File: src/shared/ptf_cfg.svh
// Address map, field positions, reset values and limits of the pulse timer block.
// Assumes inclusion by bare name from the package and the design files.
`ifndef PTF_CFG_SVH
`define PTF_CFG_SVH

`define PTF_AW          8
`define PTF_TW          16
`define PTF_NSPAN       5

// Register byte addresses
`define PTF_ADDR_CTRL   8'h00
`define PTF_ADDR_TBASE  8'h04
`define PTF_ADDR_SPAN0  8'h08
`define PTF_ADDR_SPANN  8'h18
`define PTF_ADDR_COUNT  8'h1C
`define PTF_ADDR_STAT   8'h20
`define PTF_ADDR_TA0    8'h24
`define PTF_ADDR_TAN    8'h2C

// Span slots
`define PTF_SPAN_WIPE   3'h0
`define PTF_SPAN_ETW_HI 3'h1
`define PTF_SPAN_ETW_LO 3'h2
`define PTF_SPAN_APG_HI 3'h3
`define PTF_SPAN_APG_LO 3'h4

// Span fields and duration sources
`define PTF_SRC_MSB     17
`define PTF_SRC_LSB     16
`define PTF_SRC_CONST   2'h0
`define PTF_SRC_WIPE    2'h1
`define PTF_SRC_ETW     2'h2

// Control fields
`define PTF_CTRL_RESTART 0
`define PTF_CTRL_RET_LSB 4
`define PTF_CTRL_RET_MSB 6
`define PTF_BLK_WIPE    0
`define PTF_BLK_ETW     1
`define PTF_BLK_APG     2

// Pin slots
`define PTF_PIN_WIPE_TRG 0
`define PTF_PIN_ETW_TRG  1
`define PTF_PIN_ETW_RST  2
`define PTF_PIN_APG_EN   3
`define PTF_PIN_APG_INV  4

// Reset values and limits
`define PTF_TBASE_RST   16'h03E7
`define PTF_SPAN_RST    18'h0_000A
`define PTF_CNT_MIN     4'h1
`define PTF_CNT_MAX     4'h9
`define PTF_RESP_OKAY   2'h0
`define PTF_RESP_SLVERR 2'h2

`endif

File: src/shared/ptf_pkg.sv
// Types shared by the pulse timer block.
// Assumes ptf_cfg.svh on the include path.
`include "ptf_cfg.svh"
package ptf_pkg;
	typedef enum logic [1:0] {ETW_IDLE, ETW_LOW, ETW_HIGH} ptf_etw_state_type;
	typedef logic [`PTF_TW-1:0] ptf_time_type;
	typedef logic [`PTF_SRC_MSB:0] ptf_span_type;
endpackage

File: src/shared/ptf_tick_if.sv
// Timebase divisor and tick between the register file and the tick generator.
// Assumes both ends run on the same clock.
`timescale 1ns/100ps
`include "ptf_cfg.svh"
interface ptf_tick_if;
	logic [`PTF_TW-1:0] divisor;
	logic               tick;
	modport gen (input divisor, output tick);
	modport use_tick (output divisor, input tick);
endinterface

File: src/rtl/ptf_pulse_timers.sv
// Wiping relay, edge-triggered wiping relay and async pulse generator, AXI4-Lite registers.
// Assumes function inputs are asynchronous pins; bus on i_mclk.
`timescale 1ns/100ps
`include "ptf_cfg.svh"
module ptf_pulse_timers
(
	// Clock and reset
	input  wire logic                 i_mclk,
	input  wire logic                 i_sys_rst,
	// Function inputs
	input  wire logic                 i_wipe_trg,
	input  wire logic                 i_etw_trg,
	input  wire logic                 i_etw_rst,
	input  wire logic                 i_apg_en,
	input  wire logic                 i_apg_inv,
	// Function outputs
	output logic                      o_wipe_q,
	output logic                      o_etw_q,
	output logic                      o_apg_q,
	// AXI4-Lite write
	input  wire logic [`PTF_AW-1:0]   i_axi_awaddr,
	input  wire logic                 i_axi_awvalid,
	output logic                      o_axi_awready,
	input  wire logic [31:0]          i_axi_wdata,
	input  wire logic [3:0]           i_axi_wstrb,
	input  wire logic                 i_axi_wvalid,
	output logic                      o_axi_wready,
	output logic [1:0]                o_axi_bresp,
	output logic                      o_axi_bvalid,
	input  wire logic                 i_axi_bready,
	// AXI4-Lite read
	input  wire logic [`PTF_AW-1:0]   i_axi_araddr,
	input  wire logic                 i_axi_arvalid,
	output logic                      o_axi_arready,
	output logic [31:0]               o_axi_rdata,
	output logic [1:0]                o_axi_rresp,
	output logic                      o_axi_rvalid,
	input  wire logic                 i_axi_rready
);
	// ----------------------------------------
	// Declarations
	// ----------------------------------------
	ptf_tick_if tb ();

	logic [4:0]                   pin_s1_q;
	logic [4:0]                   pin_s2_q;
	logic [4:0]                   pin_d_q;
	logic                         tick;

	logic                         aw_have_q;
	logic [`PTF_AW-1:0]           aw_addr_q;
	logic                         w_have_q;
	logic [31:0]                  w_data_q;
	logic [3:0]                   w_strb_q;
	logic                         do_wr;
	logic [31:0]                  wr_val;

	logic [2:0]                   ret_q;
	logic                         restart_q;
	logic [`PTF_TW-1:0]           tbase_q;
	ptf_pkg::ptf_span_type        span_q [`PTF_NSPAN];
	ptf_pkg::ptf_time_type        span_v [`PTF_NSPAN];
	logic [3:0]                   count_q;

	ptf_pkg::ptf_time_type        wipe_ta_q;
	logic                         wipe_rise;
	logic                         wipe_clr;

	ptf_pkg::ptf_etw_state_type   etw_state_q;
	ptf_pkg::ptf_time_type        etw_ta_q;
	logic [3:0]                   etw_left_q;
	logic                         etw_rise;
	logic                         etw_clr;

	ptf_pkg::ptf_time_type        apg_ta_q;
	logic                         apg_hi_q;
	logic                         apg_flip;
	logic                         apg_clr;

	// ----------------------------------------
	// Functions
	// ----------------------------------------
	function automatic ptf_pkg::ptf_time_type span_of(input ptf_pkg::ptf_span_type sp,
		input ptf_pkg::ptf_time_type t0, input ptf_pkg::ptf_time_type t1,
		input ptf_pkg::ptf_time_type t2);
		case (sp[`PTF_SRC_MSB:`PTF_SRC_LSB])
			`PTF_SRC_CONST: span_of = sp[`PTF_TW-1:0];
			`PTF_SRC_WIPE:  span_of = t0;
			`PTF_SRC_ETW:   span_of = t1;
			default:        span_of = t2;
		endcase
	endfunction

	function automatic logic in_range(input logic [`PTF_AW-1:0] a,
		input logic [`PTF_AW-1:0] lo, input logic [`PTF_AW-1:0] hi);
		in_range = (a >= lo) && (a <= hi);
	endfunction

	function automatic logic [2:0] slot_of(input logic [`PTF_AW-1:0] a,
		input logic [`PTF_AW-1:0] base);
		logic [`PTF_AW-1:0] off;
		off     = a - base;
		slot_of = off[4:2];
	endfunction

	function automatic logic [31:0] merge(input logic [31:0] old, input logic [31:0] nw,
		input logic [3:0] strb);
		merge = old;
		for (int i = 0; i < 4; i++)
			if (strb[i])
				merge[i*8 +: 8] = nw[i*8 +: 8];
	endfunction

	// ----------------------------------------
	// Pin synchronisers and timebase
	// ----------------------------------------
	always_ff @(posedge i_mclk)
	begin
		if (i_sys_rst)
		begin
			pin_s1_q <= '0;
			pin_s2_q <= '0;
			pin_d_q  <= '0;
		end
		else
		begin
			pin_s1_q <= {i_apg_inv, i_apg_en, i_etw_rst, i_etw_trg, i_wipe_trg};
			pin_s2_q <= pin_s1_q;
			pin_d_q  <= pin_s2_q;
		end
	end

	assign wipe_rise  = pin_s2_q[`PTF_PIN_WIPE_TRG] & ~pin_d_q[`PTF_PIN_WIPE_TRG];
	assign etw_rise   = pin_s2_q[`PTF_PIN_ETW_TRG] & ~pin_d_q[`PTF_PIN_ETW_TRG];
	assign tb.divisor = tbase_q;
	assign tick       = tb.tick;

	ptf_timebase u_timebase
	(
		.i_mclk    (i_mclk),
		.i_sys_rst (i_sys_rst),
		.tb        (tb)
	);

	// Live span values
	genvar g;
	generate
		for (g = 0; g < `PTF_NSPAN; g++)
		begin : g_span
			assign span_v[g] = span_of(span_q[g], wipe_ta_q, etw_ta_q, apg_ta_q);
		end
	endgenerate

	// ----------------------------------------
	// AXI4-Lite write channel
	// ----------------------------------------
	assign o_axi_awready = ~aw_have_q & ~o_axi_bvalid;
	assign o_axi_wready  = ~w_have_q & ~o_axi_bvalid;
	assign do_wr         = aw_have_q & w_have_q & ~o_axi_bvalid;

	always_ff @(posedge i_mclk)
	begin
		if (i_sys_rst)
		begin
			aw_have_q    <= 1'b0;
			aw_addr_q    <= '0;
			w_have_q     <= 1'b0;
			w_data_q     <= '0;
			w_strb_q     <= '0;
			o_axi_bvalid <= 1'b0;
			o_axi_bresp  <= `PTF_RESP_OKAY;
		end
		else
		begin
			if (i_axi_awvalid && o_axi_awready)
			begin
				aw_have_q <= 1'b1;
				aw_addr_q <= {i_axi_awaddr[`PTF_AW-1:2], 2'b00};
			end
			if (i_axi_wvalid && o_axi_wready)
			begin
				w_have_q <= 1'b1;
				w_data_q <= i_axi_wdata;
				w_strb_q <= i_axi_wstrb;
			end
			if (do_wr)
			begin
				aw_have_q    <= 1'b0;
				w_have_q     <= 1'b0;
				o_axi_bvalid <= 1'b1;
				o_axi_bresp  <= in_range(aw_addr_q, `PTF_ADDR_CTRL, `PTF_ADDR_COUNT) ?
					`PTF_RESP_OKAY : `PTF_RESP_SLVERR;
			end
			else if (o_axi_bvalid && i_axi_bready)
				o_axi_bvalid <= 1'b0;
		end
	end

	// ----------------------------------------
	// Control registers
	// ----------------------------------------
	always_comb
	begin
		case (aw_addr_q)
			`PTF_ADDR_CTRL:  wr_val = merge({25'h0, ret_q, 4'h0}, w_data_q, w_strb_q);
			`PTF_ADDR_TBASE: wr_val = merge({16'h0, tbase_q}, w_data_q, w_strb_q);
			`PTF_ADDR_COUNT: wr_val = merge({28'h0, count_q}, w_data_q, w_strb_q);
			default:         wr_val = merge({14'h0, span_q[slot_of(aw_addr_q, `PTF_ADDR_SPAN0)]},
				w_data_q, w_strb_q);
		endcase
	end

	always_ff @(posedge i_mclk)
	begin
		if (i_sys_rst)
		begin
			ret_q     <= '0;
			restart_q <= 1'b0;
			tbase_q   <= `PTF_TBASE_RST;
			count_q   <= `PTF_CNT_MIN;
			for (int i = 0; i < `PTF_NSPAN; i++)
				span_q[i] <= `PTF_SPAN_RST;
		end
		else
		begin
			restart_q <= do_wr && aw_addr_q == `PTF_ADDR_CTRL && wr_val[`PTF_CTRL_RESTART];
			if (do_wr)
			begin
				if (aw_addr_q == `PTF_ADDR_CTRL)
					ret_q <= wr_val[`PTF_CTRL_RET_MSB:`PTF_CTRL_RET_LSB];
				if (aw_addr_q == `PTF_ADDR_TBASE)
					tbase_q <= wr_val[`PTF_TW-1:0];
				if (aw_addr_q == `PTF_ADDR_COUNT)
				begin
					if (wr_val[31:4] == '0 && wr_val[3:0] < `PTF_CNT_MIN)
						count_q <= `PTF_CNT_MIN;
					else if (wr_val[31:4] != '0 || wr_val[3:0] > `PTF_CNT_MAX)
						count_q <= `PTF_CNT_MAX;
					else
						count_q <= wr_val[3:0];
				end
				if (in_range(aw_addr_q, `PTF_ADDR_SPAN0, `PTF_ADDR_SPANN))
					span_q[slot_of(aw_addr_q, `PTF_ADDR_SPAN0)] <= wr_val[`PTF_SRC_MSB:0];
			end
		end
	end

	// ----------------------------------------
	// AXI4-Lite read channel
	// ----------------------------------------
	assign o_axi_arready = ~o_axi_rvalid;

	always_ff @(posedge i_mclk)
	begin
		if (i_sys_rst)
		begin
			o_axi_rvalid <= 1'b0;
			o_axi_rdata  <= '0;
			o_axi_rresp  <= `PTF_RESP_OKAY;
		end
		else if (i_axi_arvalid && o_axi_arready)
		begin
			o_axi_rvalid <= 1'b1;
			o_axi_rresp  <= `PTF_RESP_OKAY;
			o_axi_rdata  <= '0;
			case ({i_axi_araddr[`PTF_AW-1:2], 2'b00})
				`PTF_ADDR_CTRL:  o_axi_rdata <= {25'h0, ret_q, 4'h0};
				`PTF_ADDR_TBASE: o_axi_rdata <= {16'h0, tbase_q};
				`PTF_ADDR_COUNT: o_axi_rdata <= {28'h0, count_q};
				`PTF_ADDR_STAT:  o_axi_rdata <= {22'h0, etw_left_q, etw_state_q, apg_hi_q,
					o_apg_q, o_etw_q, o_wipe_q};
				`PTF_ADDR_TA0:   o_axi_rdata <= {16'h0, wipe_ta_q};
				`PTF_ADDR_TA0 + 8'h04: o_axi_rdata <= {16'h0, etw_ta_q};
				`PTF_ADDR_TAN:   o_axi_rdata <= {16'h0, apg_ta_q};
				default:
				begin
					if (in_range({i_axi_araddr[`PTF_AW-1:2], 2'b00}, `PTF_ADDR_SPAN0, `PTF_ADDR_SPANN))
						o_axi_rdata <= {14'h0,
							span_q[slot_of({i_axi_araddr[`PTF_AW-1:2], 2'b00}, `PTF_ADDR_SPAN0)]};
					else
						o_axi_rresp <= `PTF_RESP_SLVERR;
				end
			endcase
		end
		else if (o_axi_rvalid && i_axi_rready)
			o_axi_rvalid <= 1'b0;
	end

	// ----------------------------------------
	// Wiping relay
	// ----------------------------------------
	assign wipe_clr = restart_q & ~ret_q[`PTF_BLK_WIPE];

	always_ff @(posedge i_mclk)
	begin
		if (i_sys_rst || wipe_clr)
		begin
			o_wipe_q  <= 1'b0;
			wipe_ta_q <= '0;
		end
		else if (wipe_rise)
		begin
			o_wipe_q  <= 1'b1;
			wipe_ta_q <= '0;
		end
		else if (o_wipe_q)
		begin
			if (!pin_s2_q[`PTF_PIN_WIPE_TRG])
				o_wipe_q <= 1'b0;
			else if (wipe_ta_q >= span_v[`PTF_SPAN_WIPE])
				o_wipe_q <= 1'b0;
			else if (tick)
				wipe_ta_q <= wipe_ta_q + 1'b1;
		end
	end

	// ----------------------------------------
	// Edge-triggered wiping relay
	// ----------------------------------------
	assign etw_clr = restart_q & ~ret_q[`PTF_BLK_ETW];

	always_ff @(posedge i_mclk)
	begin
		if (i_sys_rst || etw_clr || pin_s2_q[`PTF_PIN_ETW_RST])
		begin
			etw_state_q <= ptf_pkg::ETW_IDLE;
			etw_ta_q    <= '0;
			etw_left_q  <= '0;
			o_etw_q     <= 1'b0;
		end
		else if (etw_rise)
		begin
			etw_state_q <= ptf_pkg::ETW_LOW;
			etw_ta_q    <= '0;
			etw_left_q  <= count_q;
			o_etw_q     <= 1'b0;
		end
		else
		begin
			case (etw_state_q)
				ptf_pkg::ETW_LOW:
				begin
					if (etw_ta_q >= span_v[`PTF_SPAN_ETW_LO])
					begin
						etw_state_q <= ptf_pkg::ETW_HIGH;
						etw_ta_q    <= '0;
						o_etw_q     <= 1'b1;
					end
					else if (tick)
						etw_ta_q <= etw_ta_q + 1'b1;
				end
				ptf_pkg::ETW_HIGH:
				begin
					if (etw_ta_q >= span_v[`PTF_SPAN_ETW_HI])
					begin
						o_etw_q     <= 1'b0;
						etw_ta_q    <= '0;
						etw_left_q  <= etw_left_q - 1'b1;
						etw_state_q <= (etw_left_q <= `PTF_CNT_MIN) ? ptf_pkg::ETW_IDLE : ptf_pkg::ETW_LOW;
					end
					else if (tick)
						etw_ta_q <= etw_ta_q + 1'b1;
				end
				default:
					o_etw_q <= 1'b0;
			endcase
		end
	end

	// ----------------------------------------
	// Asynchronous pulse generator
	// ----------------------------------------
	assign apg_clr  = restart_q & ~ret_q[`PTF_BLK_APG];
	assign apg_flip = apg_hi_q ? (apg_ta_q >= span_v[`PTF_SPAN_APG_HI]) :
		(apg_ta_q >= span_v[`PTF_SPAN_APG_LO]);

	always_ff @(posedge i_mclk)
	begin
		if (i_sys_rst || apg_clr || !pin_s2_q[`PTF_PIN_APG_EN])
		begin
			apg_hi_q <= 1'b1;
			apg_ta_q <= '0;
			o_apg_q  <= 1'b0;
		end
		else
		begin
			if (apg_flip)
			begin
				apg_hi_q <= ~apg_hi_q;
				apg_ta_q <= '0;
			end
			else if (tick)
				apg_ta_q <= apg_ta_q + 1'b1;
			o_apg_q <= (apg_hi_q ^ apg_flip) ^ pin_s2_q[`PTF_PIN_APG_INV];
		end
	end
endmodule // ptf_pulse_timers

File: src/rtl/ptf_timebase.sv
// Timebase tick generator: one tick every divisor+1 clocks.
// Assumes the divisor is a register on the same clock.
`timescale 1ns/100ps
`include "ptf_cfg.svh"
module ptf_timebase
(
	// Clock and reset
	input  wire logic i_mclk,
	input  wire logic i_sys_rst,
	// Timebase link
	ptf_tick_if.gen   tb
);
	logic [`PTF_TW-1:0] cnt_q;
	logic               tick_q;

	assign tb.tick = tick_q;

	always_ff @(posedge i_mclk)
	begin
		if (i_sys_rst)
		begin
			cnt_q  <= '0;
			tick_q <= 1'b0;
		end
		else if (cnt_q >= tb.divisor)
		begin
			cnt_q  <= '0;
			tick_q <= 1'b1;
		end
		else
		begin
			cnt_q  <= cnt_q + 1'b1;
			tick_q <= 1'b0;
		end
	end
endmodule // ptf_timebase

File: config.mk
export PLATFORM = sky130hd
export DESIGN_NAME = ptf_pulse_timers
export DESIGN_NICKNAME = d
export VERILOG_FILES = /design/src/shared/ptf_pkg.sv /design/src/shared/ptf_tick_if.sv /design/src/rtl/ptf_pulse_timers.sv /design/src/rtl/ptf_timebase.sv
export VERILOG_INCLUDE_DIRS = /design/src /design/src/shared
export SDC_FILE = /design/constraint.sdc
export NUM_CORES = 1
export LEC_CHECK = 0
export ABC_CLOCK_PERIOD_IN_PS = 7700
export BUFFER_PORTS_ARGS = -buffer_cell sky130_fd_sc_hd__buf_2
export CAP_MARGIN = 20
export CORE_UTILIZATION = 39
export CTS_CLUSTER_DIAMETER = 40
export DETAILED_ROUTE_END_ITERATION = 6
export GPL_TIMING_DRIVEN = 0
export PLACE_DENSITY_LB_ADDON = 0.12
export REMOVE_ABC_BUFFERS = 1
export SETUP_SLACK_MARGIN = 0.1
export SLEW_MARGIN = 20
export SYNTH_ARGS = -nofsm -noshare
export SYNTH_HDL_FRONTEND = slang
export SYNTH_SLANG_ARGS = --single-unit
File: constraint.sdc
create_clock -name i_mclk -period 7.7 [get_ports i_mclk]
set_input_delay 0.77 -clock i_mclk [delete_from_list [all_inputs] [get_ports i_mclk]]
set_output_delay 0.77 -clock i_mclk [all_outputs]
set_load 0.02 [all_outputs]
## Yosys cells after proc, flatten, opt, wreduce, memory -nomap -nowiden

Memory sizes are Yosys's and may differ from the RTL's.
Index checks and enable logic that the tools add are counted.

- Add/sub/neg operators: 7
- $mul: 0
- Div/mod/pow operators: 0
- $lt $le $gt $ge: 15
- Equal/unequal tests: 24
- Shifts and indexed selects: 0
- Multiplexer cells: 57
- Bitwise operators: 22
- Reductions and logical operators: 48

Operator list:

| kind | count |
|---|---|
| one-hot mux 16 bit (3 select lines) | 5 |
| one-hot mux 18 bit (7 select lines) | 1 |
| >= comparator 16 bit | 6 |
| two-way mux 8 bit | 10 |
| one-hot mux 24 bit (3 select lines) | 1 |
| adder 16 x 1 -> 16 bit, second input constant | 4 |
| two-way mux 16 bit | 3 |
| two-way mux 18 bit | 2 |
| one-hot mux 16 bit (2 select lines) | 1 |
| zero test 28 bit | 1 |
| nonzero test 28 bit | 1 |
| equality test 6 x 4 -> 1 bit, second input constant | 4 |
| less-or-equal comparator 8 x 5 -> 1 bit, second input constant | 3 |
| two-way mux 1 bit | 21 |
| two-way mux 4 bit | 5 |
| OR reduction 18 bit | 1 |
| >= comparator 8 x 4 -> 1 bit, second input constant | 2 |
| equality test 2 x 1 -> 1 bit, second input constant | 6 |
| equality test 2 bit, second input constant | 6 |
| equality test 6 x 1 -> 1 bit, second input constant | 2 |
| equality test 6 x 3 -> 1 bit, second input constant | 2 |
| logical AND 1 bit | 11 |
| NOT 1 bit | 11 |
| zero test 2 bit | 5 |
| 25 further kinds | 59 |

- Flip-flop bits (word level): 193
- Latch bits: 0
- Bits in writable memories: 90
- Bits in read-only memories: 0
- Input port bits: 64
- Output and inout bits: 44
- Word-level logic and storage cells: 203
- Memories: 1

Memory list:

| name | depth | width | read ports | clocked after memory_dff | wr ports | RTL line | source |
|---|---|---|---|---|---|---|---|
| span_q | 5 | 18 | 7 | 0 | 5 | ptf_pulse_timers.sv:61 | `` ptf_pkg::ptf_span_type span_q [`PTF_NSPAN]; `` |

## Longest topological paths before layout

- Depth in word-level cells: 8
- Depth in mapped cells: 16
- Depth with buffers taken out: 11

## Hierarchy

From an unflattened synthesis, not the netlist that was laid out.

- Cells, all modules: 1883
- Area total of the unflattened synthesis: 20061.7 µm²

Modules (own cells, without submodules):

| module | times used | cells an instance | area an instance (µm²) | sequential area each (µm²) |
|---|---|---|---|---|
| ptf_pulse_timers | 1 | 1751 | 18758.0 | 7527.2 |
| ptf_timebase | 1 | 132 | 1303.8 | 340.3 |

## Worst setup path before layout

OpenSTA, ideal clock, no wires.

- Path kind: reg-to-reg
- From: memory span_q[2][16] in the netlist's numbering
- To: register etw_ta_q[10]
- Data arrival time: 3.752 ns
- Slack: 3.821 ns
- Cell stages (with the launch flop): 14
- Clock period less this slack: 3.879 ns
- Cells stage by stage: edfxtp_1 clkbuf_1 buf_1 mux4_2 ha_1 nand2b_1 a211oi_1 o21ai_0 a2111oi_0 o211ai_1 nor2_1 o31ai_1 clkbuf_1 nor2_1

RTL lines:

| what | RTL line | source |
|---|---|---|
| from (decl) | ptf_pulse_timers.sv:61 |  |
| to (signal assigned) | ptf_pulse_timers.sv:350 | `etw_ta_q <= etw_ta_q + 1'b1;` |
| to (signal assigned) | ptf_pulse_timers.sv:362 | `etw_ta_q <= etw_ta_q + 1'b1;` |
| to (decl) | ptf_pulse_timers.sv:70 | `ptf_pkg::ptf_time_type etw_ta_q;` |

==> metrics <==
total iterations of the first detailed-routing run 7; Setup-failing EPs final 0; CTS tree yes; initial DRC count around 1500; Via Count ~15000; Critical R2R Capture wipe_ta_q[10]; slowest stage cell on the critical path edfxtp_1; Min-Delay Path Class in -> reg; launch point of the worst hold path i_axi_rready; worst vdd rail ir drop around 220 uV; cell area power density 227 nW/um^2; initial antenna violation count 0; Max Fclk about 220 MHz; Reg2Reg Setup Slack 3240 ps; TritonCTS sink count 321; maximum clock path buffer count 3; Vert. Die Dim 226 um; synthesized flop and latch total around 320; leakage power summed over all cells between 0.008 and 0.009 uW; total congestion overflow 0; kind of cell adding the most delay to the critical path compound AO/OA/AOI/OAI gates; Slew HR 0.214; starting density of the core 0.398; most used flip-flop cell after synthesis dfxtp_1; fraction of layout instances using a drive strength above 1 0.223; pin count of the biggest net entering global routing 89; Hold WS about 330 ps; part of the Yosys area used for sequential elements 0.402; number of clock buffers inserted by TritonCTS 57; synthesized-area fraction occupied by ao, oa, aoi and oai cells 0.0968; netlist area before placement between 15000 and 20000 um^2; first-pass GRT wire length about 90000 um; quantity of I/O buffers inserted on ports 87; final count of hold timing violations 0; mean cell area of the mapped netlist between 10 and 15 um^2; number of unique standard cell types used by synthesis 71; CTS hold repair buffers 0; Largest stage delay, worst path ~1100 ps; highest-count cells in the layout ignoring fill and taps nor2_1, nand2_1, dfxtp_1; die footprint approximately 50000 um^2; count of boundary I/O pins ~110; arrival time worst endpoint around 5000 ps; setup fix buffers added after clock tree synthesis 0; filler cell count 4540; transition at the pin with the smallest max-transition slack 1180 ps; Core Rows 81; post-layout minimum cycle time 4460 ps; Synthesis Warnings 0; number of flops mapped to enable cells by yosys roughly 140; P&R area growth vs syn 16.1%; final critical-path share of the clock period 0.580; ANT cells 0; RSZ-0062 raised after global routing no; post-DR wirelength/cell roughly 23 um; # DRC 0; Chip Width around 230 um; Endpoint, Worst Hold o_axi_rvalid; Min-Delay Path Depth 2; Maximum Capacitance Violations 0; Total Negative Setup Slacks 0 ps; global router's overall resource usage 0.240; H-tree levels 2; total wire length 60300 um; critical path class reg -> reg; simple-gate portion of the synthesized area 0.129; final layout net count 2037; CP Cell Sequence mux4_2 -> inv_1 -> ha_1 -> a21oi_1 -> nor2b_1 -> o21ai_0 -> o2111ai_1 -> a211oi_2 -> buf_4 -> nand4_1 -> or3_1 -> a21oi_1; antenna viol nets, final 0; crit-path max FO 18; run status completed; critical path startpoint category flop; max-slew violation total from the final report 0; WP data required around 8200 ps; multiplexer area fraction after synthesis 0.217; xor and xnor fraction of the mapped netlist area 0.0273; via count of the first global-routing pass 14100; cell at the root of the clock tree clkbuf_16; FFs w/ async S/R, synth 0; worst path buffer plus inverter count 2; DP HPWL about 44000 um; CP Capture Type flop; clock latency of the later-clocked register in the worst-skew pair roughly 620 ps; FF-to-FF Start span_q[0][17]; most numerous cell on the critical path a21oi_1; adder and majority cell fraction of the synthesized area 0.0698; Total Power 5140 uW; path depth of the worst reg2reg path 12; area of the placeable core around 49000 um^2; mean number of vias per cell ~5.7; routability congestion estimate ~0.9; cell count after synthesis 1819; cts repair resizes 0; clock slew at reported path FFs 60 ps; skew final about 24 ps; combinational family with the most area after synthesis multiplexers; most common cell after layout, fill and taps aside nor2_1
## cell usage after synthesis, types with 3 or more instances
cell type,n,area (um^2)
a211oi_1,23,173
a21o_1,17,128
a21oi_1,97,485
a222oi_1,4,40.0
a22o_1,6,52.6
a22oi_1,27,203
a31oi_1,3,18.8
a32o_1,3,30.0
and2_1,10,62.6
and3_1,18,113
and4_1,5,43.8
buf_1,15,56.3
buf_2,13,65.1
buf_4,19,143
buf_6,3,33.8
clkbuf_1,84,315
dfxtp_1,177,3540
edfxtp_1,144,4320
ha_1,109,1360
inv_1,130,488
mux2_2,24,270
mux2i_1,32,320
mux4_2,162,3650
nand2_1,179,672
nand2b_1,13,81.3
nand3_1,33,165
nand4_1,25,156
nor2_1,214,803
nor2b_1,26,163
nor3_1,20,100
o211ai_1,14,105
o21a_1,7,52.6
o21ai_0,34,170
o21ai_1,4,20.0
o221a_2,5,56.3
o31ai_1,5,37.5
or3_1,7,43.8
or4_1,4,30.0
xnor2_1,20,175
xor2_1,41,359
## layout make-up
| class | count | area [um^2] | area share |
|---|---|---|---|
| Sequential cell | 321 | 7880 | 0.347 |
| Multi-Input combinational cell | 1244 | 10700 | 0.470 |
| Tap cell | 664 | 831 | 0.0366 |
| Clock buffer | 65 | 1470 | 0.0646 |
| Clock inverter | 43 | 591 | 0.0260 |
| Inverter | 134 | 503 | 0.0222 |
| Timing Repair Buffer | 106 | 754 | 0.0332 |
## per-layer routing
metal	part of all wire	vias up	global-route usage
met2	0.47	492	0.377
met1	0.44	7274	0.332
met3	0.054	102	0.0336
met5	0	-	0
met4	0.040	0	0.104
li1	-	6758	-
## flip-flops by register name, indices dropped and copies added, names as in the netlist, 2 cells and up
signal            flops
aw_addr_q             6
etw_ta_q             16
w_data_q             32
apg_ta_q             16
w_strb_q              4
wipe_ta_q            16
pin_s1_q              5
pin_d_q               2
etw_left_q            4
pin_s2_q              5
ret_q                 3
tb.divisor           16
count_q               4
o_axi_rdata          18
span_q              144
etw_state_q           2
u_timebase.cnt_q     16
## how the worst max path moves through the flow
stage                     depth (start not counted)  slack (ps)       endpoint     startpoint
after global placement                           10         890     count_q[0]   aw_addr_q[3]
after global routing                             12        2950  wipe_ta_q[12]  span_q[0][17]
after floorplan                                  10        2930     count_q[0]   aw_addr_q[3]
after CTS                                        12        3300  wipe_ta_q[10]  span_q[0][17]
final                                            12        3240  wipe_ta_q[10]  span_q[0][17]
after detailed placement                         12        3320  wipe_ta_q[10]  span_q[0][17]
## power by group
part | total, uW | internal (uW) | leakage, uW | switching (uW)
logic | 520 | 205 | 0.00464 | 315
registers | 1900 | 1840 | 0.00283 | 62.1
clock network | 2720 | 1760 | 0.00101 | 964
## worst register-to-register path: stages, from the launching register on
cell and delay [ps]:
edfxtp_1 1120, mux4_2 440, inv_1 70, ha_1 230
a21oi_1 150, nor2b_1 50, o21ai_0 430, o2111ai_1 260
a211oi_2 610, buf_4 280, nand4_1 190, or3_1 380
a21oi_1 140
## cells by family after synthesis
family                   after synthesis
AND/OR/NAND/NOR                      563
flip-flops                           321
other                                  1
buffers and inverters                269
XOR/XNOR                              61
AO/OA/AOI/OAI                        277
multiplexers                         218
adder cells (fa/ha/maj)              109
## through the flow
stage	worst slack [ps]	util	std cells	area [um^2]
6_report	3240	0.462	2577	22700
3_3_place_gp	893	0.412	2450	20300
3_5_place_dp	3320	0.420	2469	20600
2_1_floorplan	2930	-	1699	19000
5_1_grt	2950	0.462	2577	22700
4_1_cts	3300	0.462	2577	22700
No activity file was read; power rests on OpenSTA's default activity.
